`src/shared/irs_pkg.sv`:
```
// constants and types for the two-wire register slave
// assumes one system clock of 20 MHz; bus pins pass through synchronisers
package irs_pkg;

  // ----------------------------------------------------------------
  // clocking and timing
  // ----------------------------------------------------------------
  localparam int unsigned CLK_HZ        = 20_000_000;
  localparam int unsigned CLK_NS        = 1_000_000_000 / CLK_HZ;
  localparam int unsigned BUS_MAX_HZ    = 400_000;    // fast-mode ceiling
  localparam int unsigned BUS_MIN_CYC   = CLK_HZ / BUS_MAX_HZ;
  localparam int unsigned STRETCH_NS    = 500;        // clock hold after each byte the slave acks
  localparam int unsigned STRETCH_CYC   = (STRETCH_NS + CLK_NS - 1) / CLK_NS;
  localparam logic [4:0]  STRETCH_LOAD  = 5'(STRETCH_CYC);

  // ----------------------------------------------------------------
  // addressing
  // ----------------------------------------------------------------
  localparam logic [5:0]  DEV_ADDR_HI   = 6'h35;      // 110101b
  localparam int unsigned PTR_INC_BIT   = 7;
  localparam logic [2:0]  BIT_LAST      = 3'h7;

  // ----------------------------------------------------------------
  // register storage and control bits
  // ----------------------------------------------------------------
  localparam int unsigned REG_DEPTH     = 128;
  localparam logic [6:0]  OFF_BUS_CTRL  = 7'h39;      // interface disable register
  localparam int unsigned BUS_OFF_BIT   = 3;
  localparam logic [6:0]  OFF_PORT_CFG  = 7'h3a;      // serial port wiring register
  localparam int unsigned WIRE3_BIT     = 0;
  localparam logic [7:0]  REG_RST_VAL   = 8'h00;

  // ----------------------------------------------------------------
  // transfer state, gray along the usual path
  // ----------------------------------------------------------------
  typedef enum logic [3:0] {
    IRS_IDLE  = 4'h0,
    IRS_ADDR  = 4'h1,
    IRS_AACK  = 4'h3,
    IRS_PTR   = 4'h2,
    IRS_PACK  = 4'h6,
    IRS_WDAT  = 4'h7,
    IRS_WACK  = 4'h5,
    IRS_RDAT  = 4'h4,
    IRS_RACK  = 4'hc
  } irs_state_t;

endpackage : irs_pkg

```
`src/core/irs_sync2.sv`:
```
// two-flop synchroniser for a group of asynchronous levels
// assumes inputs come from pins outside the clk domain
`timescale 1ns/1ns
module irs_sync2 #(
  parameter int unsigned W = 1
) (
  // clock and reset
  input  wire logic         clk,
  input  wire logic         rst_b,
  // levels
  input  wire logic [W-1:0] async_in,
  output logic      [W-1:0] sync_out
);

  logic [W-1:0] meta_ff;

  // first stage feeds only the second
  always_ff @(posedge clk or negedge rst_b) begin
    if (!rst_b) begin
      meta_ff  <= '1;
      sync_out <= '1;
    end else begin
      meta_ff  <= async_in;
      sync_out <= meta_ff;
    end
  end

endmodule : irs_sync2

```
`src/core/irs_regfile.sv`:
```
// register storage reached through the two-wire slave
// assumes one write per cycle at most; read is combinational by index
`timescale 1ns/1ns
module irs_regfile (
  // clock and reset
  input  wire logic       clk,
  input  wire logic       rst_b,
  // write port
  input  wire logic       wr_en,
  input  wire logic [6:0] wr_addr,
  input  wire logic [7:0] wr_data,
  // read port
  input  wire logic [6:0] rd_addr,
  output logic      [7:0] rd_data,
  // control bits held in storage
  output logic            bus_off,
  output logic            wire3_mode
);
  import irs_pkg::*;

  logic [7:0] mem_ff [REG_DEPTH];

  // read by index
  assign rd_data    = mem_ff[rd_addr];
  assign bus_off    = mem_ff[OFF_BUS_CTRL][BUS_OFF_BIT];
  assign wire3_mode = mem_ff[OFF_PORT_CFG][WIRE3_BIT];

  // byte storage
  always_ff @(posedge clk or negedge rst_b) begin
    if (!rst_b) begin
      for (int i = 0; i < REG_DEPTH; i++) begin
        mem_ff[i] <= REG_RST_VAL;
      end
    end else if (wr_en) begin
      mem_ff[wr_addr] <= wr_data;
    end
  end

endmodule : irs_regfile

```
`src/core/irs_slave.sv`:
```
// two-wire register slave: framing, addressing, pointer, read and write
// assumes bus pins are open drain with pull-ups outside; clk is 20 MHz
`timescale 1ns/1ns
module irs_slave (
  // clock and reset
  input  wire logic        clk,
  input  wire logic        rst_b,
  // bus clock pin, split
  input  wire logic        scl_i,
  output logic             scl_o,
  output logic             scl_oe,
  // bus data pin, split
  input  wire logic        sda_i,
  output logic             sda_o,
  output logic             sda_oe,
  // straps
  input  wire logic        iface_sel,
  input  wire logic        address_lsb_select_pin,
  // status and mode outputs
  output logic             alt_port_en,
  output logic             alt_port_wire3,
  output logic             bus_disabled,
  output logic             bus_busy,
  output logic             addressed,
  // register write notification
  output logic             reg_wr_stb,
  output logic [6:0]       reg_wr_addr,
  output logic [7:0]       reg_wr_data
);
  import irs_pkg::*;

  // ----------------------------------------------------------------
  // pin synchronisers
  // ----------------------------------------------------------------
  logic [3:0] pins_s;
  logic       scl_s;
  logic       sda_s;
  logic       sel_s;
  logic       address_low_bit_input;

  // fast-mode bus gives BUS_MIN_CYC samples per bit, ample for edges
  irs_sync2 #(.W(4)) u_sync (
    .clk      (clk),
    .rst_b    (rst_b),
    .async_in ({scl_i, sda_i, iface_sel, address_lsb_select_pin}),
    .sync_out (pins_s)
  );

  assign scl_s                 = pins_s[3];
  assign sda_s                 = pins_s[2];
  assign sel_s                 = pins_s[1];
  assign address_low_bit_input = pins_s[0];

  // ----------------------------------------------------------------
  // state
  // ----------------------------------------------------------------
  irs_state_t  state_ff,   nxt_state;
  logic        scl_d_ff;
  logic        sda_d_ff;
  logic [2:0]  bit_ff,     nxt_bit;
  logic [7:0]  shift_ff,   nxt_shift;
  logic [6:0]  ptr_ff,     nxt_ptr;
  logic        inc_ff,     nxt_inc;
  logic        drive_ff,   nxt_drive;
  logic [4:0]  hold_ff,    nxt_hold;
  logic        busy_ff,    nxt_busy;
  logic        seen_ff,    nxt_seen;
  logic        rd_ff,      nxt_rd;
  logic        wr_ff;
  logic [6:0]  wr_addr_ff;
  logic [7:0]  wr_data_ff;

  // ----------------------------------------------------------------
  // bus events
  // ----------------------------------------------------------------
  logic       scl_rise;
  logic       scl_fall;
  logic       start_ev;
  logic       stop_ev;
  logic       i2c_mode;
  logic [6:0] own_addr;
  logic       addr_hit;
  logic       off_bit;
  logic       wire3_bit;
  logic [7:0] rd_byte;
  logic [6:0] ptr_step;
  logic       wr_now;
  logic [7:0] rx_byte;
  logic       byte_end;

  assign scl_rise = scl_s & ~scl_d_ff;
  assign scl_fall = ~scl_s & scl_d_ff;
  assign start_ev = scl_s & scl_d_ff & sda_d_ff & ~sda_s;
  assign stop_ev  = scl_s & scl_d_ff & ~sda_d_ff & sda_s;
  assign i2c_mode = sel_s;
  assign own_addr = {DEV_ADDR_HI, address_low_bit_input};
  assign rx_byte  = shift_ff;
  // only the top seven bits pick the device; bit 0 is direction
  assign addr_hit = (rx_byte[7:1] == own_addr) & ~off_bit;
  // autoincrement moves on, otherwise the pointer holds
  assign ptr_step = inc_ff ? ptr_ff + 7'h01 : ptr_ff;
  // a byte ends on the fall after eight rises; seen_ff masks the start fall
  assign byte_end = scl_fall & (bit_ff == 3'h0) & seen_ff;
  assign wr_now   = (state_ff == IRS_WDAT) & byte_end;

  // ----------------------------------------------------------------
  // register storage
  // ----------------------------------------------------------------
  irs_regfile u_regs (
    .clk        (clk),
    .rst_b      (rst_b),
    .wr_en      (wr_now),
    .wr_addr    (ptr_ff),
    .wr_data    (rx_byte),
    .rd_addr    (ptr_ff),
    .rd_data    (rd_byte),
    .bus_off    (off_bit),
    .wire3_mode (wire3_bit)
  );

  // ----------------------------------------------------------------
  // transfer sequencer
  // ----------------------------------------------------------------
  // receive states count bits on clock rise; the count wraps to 0 after
  // eight, so a fall with bit_ff==0 ends a byte. read data shifts on fall.
  always_comb begin
    nxt_state = state_ff;
    nxt_bit   = bit_ff;
    nxt_shift = shift_ff;
    nxt_ptr   = ptr_ff;
    nxt_inc   = inc_ff;
    nxt_drive = drive_ff;
    nxt_hold  = (hold_ff != 5'h00) ? hold_ff - 5'h01 : 5'h00;
    nxt_busy  = busy_ff;
    nxt_seen  = seen_ff;
    nxt_rd    = rd_ff;
    if (!i2c_mode) begin
      // alternate port owns the pins; stay silent
      nxt_state = IRS_IDLE;
      nxt_drive = 1'b0;
      nxt_hold  = 5'h00;
      nxt_busy  = 1'b0;
    end else if (start_ev) begin
      // start or repeated start always restarts address phase
      nxt_state = IRS_ADDR;
      nxt_bit   = 3'h0;
      nxt_seen  = 1'b0;
      nxt_drive = 1'b0;
      nxt_busy  = 1'b1;
    end else if (stop_ev) begin
      nxt_state = IRS_IDLE;
      nxt_drive = 1'b0;
      nxt_busy  = 1'b0;
    end else begin
      case (state_ff)
        IRS_ADDR, IRS_PTR, IRS_WDAT: begin
          if (scl_rise) begin
            // msb arrives first
            nxt_shift = {shift_ff[6:0], sda_s};
            nxt_bit   = bit_ff + 3'h1;
            nxt_seen  = 1'b1;
          end else if (byte_end && state_ff == IRS_ADDR) begin
            if (addr_hit) begin
              nxt_state = IRS_AACK;
              nxt_drive = 1'b1;
              nxt_hold  = STRETCH_LOAD;
              nxt_rd    = rx_byte[0];                          // direction kept
            end else begin
              nxt_state = IRS_IDLE;
            end
          end else if (byte_end && state_ff == IRS_PTR) begin
            nxt_ptr   = rx_byte[6:0];
            nxt_inc   = rx_byte[PTR_INC_BIT];
            nxt_state = IRS_PACK;
            nxt_drive = 1'b1;
            nxt_hold  = STRETCH_LOAD;
          end else if (byte_end) begin
            // byte stored this cycle, then pointer steps if autoincrement is set
            nxt_ptr   = ptr_step;
            nxt_state = IRS_WACK;
            nxt_drive = 1'b1;
            nxt_hold  = STRETCH_LOAD;
          end
        end
        IRS_AACK: begin
          nxt_seen = 1'b0;
          if (scl_fall) begin
            nxt_bit = 3'h0;
            if (rd_ff) begin
              // read header: first byte out at once, autoincrement kept
              nxt_state = IRS_RDAT;
              nxt_shift = rd_byte;
              nxt_drive = ~rd_byte[7];
            end else begin
              nxt_state = IRS_PTR;
              nxt_drive = 1'b0;
            end
          end
        end
        IRS_PACK, IRS_WACK: begin
          nxt_seen = 1'b0;
          if (scl_fall) begin
            nxt_state = IRS_WDAT;
            nxt_bit   = 3'h0;
            nxt_drive = 1'b0;
          end
        end
        IRS_RDAT: begin
          if (scl_fall && bit_ff == BIT_LAST) begin
            // release for controller_ack, advance pointer if autoincrement is set
            nxt_state = IRS_RACK;
            nxt_drive = 1'b0;
            nxt_ptr   = ptr_step;
          end else if (scl_fall) begin
            nxt_shift = {shift_ff[6:0], 1'b0};
            nxt_bit   = bit_ff + 3'h1;
            nxt_drive = ~shift_ff[6];
          end
        end
        IRS_RACK: begin
          if (scl_rise) begin
            // controller_final_nack ends the read; wait for stop
            nxt_bit = {2'b00, sda_s};
          end else if (scl_fall && bit_ff[0]) begin
            nxt_state = IRS_IDLE;
          end else if (scl_fall) begin
            nxt_state = IRS_RDAT;
            nxt_bit   = 3'h0;
            nxt_shift = rd_byte;
            nxt_drive = ~rd_byte[7];
          end
        end
        default: begin
          nxt_state = IRS_IDLE;
          nxt_drive = 1'b0;
        end
      endcase
    end
  end

  // sequencer registers
  always_ff @(posedge clk or negedge rst_b) begin
    if (!rst_b) begin
      state_ff <= IRS_IDLE;
      bit_ff   <= 3'h0;
      shift_ff <= 8'h00;
      ptr_ff   <= 7'h00;
      inc_ff   <= 1'b0;
      drive_ff <= 1'b0;
      hold_ff  <= 5'h00;
      busy_ff  <= 1'b0;
      seen_ff  <= 1'b0;
      rd_ff    <= 1'b0;
    end else begin
      state_ff <= nxt_state;
      bit_ff   <= nxt_bit;
      shift_ff <= nxt_shift;
      ptr_ff   <= nxt_ptr;
      inc_ff   <= nxt_inc;
      drive_ff <= nxt_drive;
      hold_ff  <= nxt_hold;
      busy_ff  <= nxt_busy;
      seen_ff  <= nxt_seen;
      rd_ff    <= nxt_rd;
    end
  end

  // edge history on synchronised pins
  always_ff @(posedge clk or negedge rst_b) begin
    if (!rst_b) begin
      scl_d_ff <= 1'b1;
      sda_d_ff <= 1'b1;
    end else begin
      scl_d_ff <= scl_s;
      sda_d_ff <= sda_s;
    end
  end

  // ----------------------------------------------------------------
  // output registers
  // ----------------------------------------------------------------
  // pins only ever pull low; level outputs fixed at zero
  always_ff @(posedge clk or negedge rst_b) begin
    if (!rst_b) begin
      sda_o  <= 1'b0;
      scl_o  <= 1'b0;
      sda_oe <= 1'b0;
      scl_oe <= 1'b0;
    end else begin
      sda_o  <= 1'b0;
      scl_o  <= 1'b0;
      sda_oe <= nxt_drive;
      scl_oe <= (nxt_hold != 5'h00);
    end
  end

  // mode and status outputs
  always_ff @(posedge clk or negedge rst_b) begin
    if (!rst_b) begin
      alt_port_en    <= 1'b0;
      alt_port_wire3 <= 1'b0;
      bus_disabled   <= 1'b0;
      bus_busy       <= 1'b0;
      addressed      <= 1'b0;
    end else begin
      alt_port_en    <= ~sel_s;
      alt_port_wire3 <= wire3_bit;
      bus_disabled   <= off_bit;
      bus_busy       <= nxt_busy;
      addressed      <= (nxt_state != IRS_IDLE) && (nxt_state != IRS_ADDR);
    end
  end

  // register write notification
  always_ff @(posedge clk or negedge rst_b) begin
    if (!rst_b) begin
      wr_ff      <= 1'b0;
      wr_addr_ff <= 7'h00;
      wr_data_ff <= 8'h00;
    end else begin
      wr_ff      <= wr_now;
      wr_addr_ff <= wr_now ? ptr_ff : wr_addr_ff;
      wr_data_ff <= wr_now ? rx_byte : wr_data_ff;
    end
  end

  assign reg_wr_stb  = wr_ff;
  assign reg_wr_addr = wr_addr_ff;
  assign reg_wr_data = wr_data_ff;

endmodule : irs_slave

```
`config.mk`:
```
export PLATFORM = sky130hd
export DESIGN_NAME = irs_slave
export DESIGN_NICKNAME = d
export VERILOG_FILES = /design/src/shared/irs_pkg.sv /design/src/core/irs_sync2.sv /design/src/core/irs_regfile.sv /design/src/core/irs_slave.sv
export SDC_FILE = /design/constraint.sdc
export NUM_CORES = 2
export LEC_CHECK = 0
export BUFFER_PORTS_ARGS = -buffer_cell sky130_fd_sc_hd__buf_2
export CORE_MARGIN = 3
export CORE_UTILIZATION = 41
export CTS_CLUSTER_DIAMETER = 50
export DETAILED_ROUTE_END_ITERATION = 6
export PLACE_DENSITY = 0.62
export SKIP_LAST_GASP = 1
export SLEW_MARGIN = 20
export SYNTH_ARGS = -nofsm -noshare
export SYNTH_HDL_FRONTEND = slang
export SYNTH_SLANG_ARGS = --single-unit
```
`constraint.sdc`:
```
create_clock -name clk -period 4.7 [get_ports clk]
set_clock_uncertainty 0.1 [all_clocks]
set_input_delay 0.705 -clock clk [delete_from_list [all_inputs] [get_ports clk]]
set_output_delay 0.705 -clock clk [all_outputs]
set_load 0.01 [all_outputs]
```
==> flow_metrics.tcl <==
set metrics [dict create \
    power.leakage_nw 26.0 \
    setup_viol 0 \
    max_slew.worst_pin.slew_ps 1110 \
    grt.overflow.total 0 \
    num_rows 127 \
    layout-drive-gt1-share_pct 40.6 \
    drt-total-wl_um 135000 \
    cts.clk_slew.worst_paths_ps 60 \
    hold_ws_ps 255 \
    synth-xor-area-share_pct 0.0698 \
    slew_headroom_pct 25.7 \
    first_pass_iters 5 \
    yosys_register_bits 1087 \
    area.growth.synth_to_final_pct 13.2 \
    endpoint_kind "register" \
    stdcell_count 5274 \
    syn_area_sq_mm 0.0502 \
    required_ps 5210 \
    timing.max_cap.violations 0 \
    cts_tree "built" \
    wl_per_cell_um 25.6 \
    first_iter_violations 2462 \
    core_area_sq_mm 0.121 \
    grt_pass1_wl_um 207000 \
    antenna_found_initial 0 \
    cts.sinks 1087 \
    final_antenna_net_count 0 \
    io_pins 31 \
    synth_compound_area_share_pct 4.18 \
    synth.area.top_cells "dfrtp_1 (54%), mux2_2 (20%), mux4_2 (6.1%)" \
    synth-edff-count 0 \
    ys_seq_area_share_pct 54.2 \
    n_antenna_cell 0 \
    route.detailed.drc 0 \
    hold_viol_final 0 \
    ys_warn_count 0 \
    fin_crit_ps 3850 \
    crit_type "reg2reg" \
    grt_pass1_vias 31300 \
    place_ws_ps 841 \
    ir_drop_mv 0.427 \
    initial_utilization_pct 41.6 \
    synth_simple_gate_area_share_pct 4.79 \
    drv_slew 0 \
    post_cts_resized 0 \
    worstReg2RegStart "scl_d_ff$_DFF_PN1_" \
    final_core_util_pct 47.0 \
    grtUsageTotal_pct 21.5 \
    htree_levels 4 \
    path_cells "nand2b_1, or3_4, nor4_4, nand3b_1, buf_4, nor2_2, mux2_2" \
    arrival_ps 4370 \
    hold_start "u_sync.meta_ff[1]$_DFF_PN1_" \
    vias_per_cell 5.78 \
    port_buffers 28 \
    synth_fa_ha_area_share_pct 0.125 \
    cpLargestDelayFamily "simple AND/OR/NAND/NOR gates" \
    finalCritPeriodShare_pct 82.0 \
    synthMuxAreaShare_pct 34.4 \
    vias 30500 \
    dpl.cell_count 5037 \
    dieHeight_um 356 \
    synth_top_cell_by_area "dfrtp_1" \
    cts-root-buf "clkbuf_16" \
    insertion_delay_ps 740 \
    slowest_delay_ps 640 \
    cp_slowest_cell "nand3b_1" \
    cts_max_path_buffers 3 \
    fin_setup_tns_ps 0 \
    routabilityCongestion 0.853 \
    synthCells 3564 \
    crit_path_start_kind "register" \
    setup_ws_ps 846 \
    synth.top_cell.area_share_pct 53.7 \
    crit_fanout 11 \
    synth_top_family_by_area "multiplexers" \
    die_x_um 356 \
    outcome "finished clean" \
    hold_class "reg2reg" \
    grt_setup_unrepaired "false" \
    dieArea_sq_mm 0.127 \
    power_density_mw_per_mm2 371 \
    crit_path_start "scl_d_ff$_DFF_PN1_" \
    fmax_mhz 259 \
    worst-path-buf-inv 1 \
    cts_buffers 130 \
    grt_max_degree 140 \
    async_reset_ff_share_pct 100 \
    syn_area_per_cell_sq_um 14.1 \
    synth_cell_types 68 \
    yosys_most_used_dff "dfrtp_1" \
    dpl.hpwl_um 85100 \
    nets 3574 \
]
## what timing repair did
action	CTS	global route
hold buffers	5	0
endpoints found under the hold margin	60	0
buffers inserted	0	0
## area by class of cell
cell class                 count  area, sq um
timing repair buffer         128         1170
clock buffer                 178         3740
clock inverter                53          673
inverter                      16         60.1
sequential                  1087        27300
fill                       10800        64000
tap                         1612         2020
multi-input combinational   2200        21900
## sequential cells by signal (all words and copies together) (netlist names), 3 cells and up
register / cells
bit_ff: 3
hold_ff: 5
ptr_ff: 7
reg_wr_addr: 7
reg_wr_data: 8
rx_byte: 8
state_ff: 4
u_regs.mem_ff: 1022
u_sync.meta_ff: 4
u_sync.sync_out: 4
## placed cells by master (no fill, tap or decap), types with 11 or more instances in the layout
cell type | netlist | final
clkbuf_1 | 201 | 22
clkbuf_8 | 0 | 22
o221ai_1 | 11 | 11
buf_4 | 6 | 75
buf_12 | 0 | 19
o21ai_0 | 51 | 51
a21oi_1 | 37 | 37
mux2_1 | 160 | 160
a22oi_1 | 27 | 27
nor2_2 | 40 | 40
nor2_1 | 99 | 97
dfrtp_1 | 1077 | 1066
inv_1 | 14 | 14
buf_2 | 34 | 27
mux2_2 | 882 | 882
nor2_4 | 25 | 27
mux2i_1 | 246 | 246
o211ai_1 | 16 | 16
nand3_1 | 23 | 23
bufinv_16 | 0 | 11
a211oi_1 | 34 | 34
nor3_1 | 44 | 44
nand2b_1 | 11 | 11
clkbuf_16 | 0 | 134
nand2_1 | 123 | 123
clkinv_2 | 0 | 17
o22ai_1 | 94 | 94
nand2_2 | 22 | 22
mux4_2 | 136 | 136
## path summary, 6_finish.rpt
kind | to | slack (ps) | cells past startpoint
worst min-delay path | u_sync.sync_out[1]$_DFF_PN1_ | 260 | 0
worst max register to register | u_regs.mem_ff[176]$_DFFE_PN0P_ | 850 | 7
worst max-delay path | u_regs.mem_ff[176]$_DFFE_PN0P_ | 850 | 7
max in group asynchronous | u_regs.mem_ff[445]$_DFFE_PN0P_ | 2760 | 3
worst min register to register | u_sync.sync_out[1]$_DFF_PN1_ | 260 | 0
min in group asynchronous | u_regs.mem_ff[620]$_DFFE_PN0P_ | 520 | 2
## per-layer routing
layer | GRT usage [%] | vias up | routed length (um)
li1 | - | 13100 | -
met1 | 31.7 | 16500 | 64300
met2 | 33.1 | 694 | 61900
met3 | 2.98 | 200 | 5650
met4 | 6.14 | 0 | 3270
met5 | 0 | - | 0
## power breakdown
| group | internal [W] | total [W] | leakage (nW) | switching (W) |
|---|---|---|---|---|
| sequential | 0.00943 | 0.00982 | 15.1 | 0.000392 |
| combinational | 0.000188 | 0.000980 | 8.68 | 0.000792 |
| clock | 0.00621 | 0.0103 | 2.17 | 0.00408 |
| total | 0.0158 | 0.0211 | 26.0 | 0.00526 |
## cells by family after synthesis
| kind of cell | after synthesis |
|---|---|
| XOR/XNOR | 4 |
| multiplexers | 1424 |
| buffers and inverters | 278 |
| AND/OR/NAND/NOR | 450 |
| AO/OA/AOI/OAI | 315 |
| other | 1 |
| flip-flops | 1087 |
| adder cells (fa/ha/maj) | 5 |
## per-stage QoR
stage | cell area [sq um] | total power [W]
after floorplan | 50200 | 0.0103
after global placement | 52300 | 0.0110
after detailed placement | 52300 | 0.0110
after CTS | 56800 | 0.0213
after global routing | 56800 | 0.0218
final | 56800 | 0.0211
## synthesized netlist by cell type, drive strengths merged, types with 6 or more instances
cell       n
dfrtp   1077
mux2    1042
mux2i    246
clkbuf   201
nor2     164
nand2    145
mux4     136
o22ai     94
buf       61
o21ai     51
nor3      47
a21oi     37
a211oi    34
a22oi     27
nand3     25
o211ai    16
inv       15
nand2b    11
o221ai    11
dfstp     10
o31ai      9
nand4      8
nor4       8
o221a      7
and3       6
o21a       6
(Power assumes the default switching activity.)
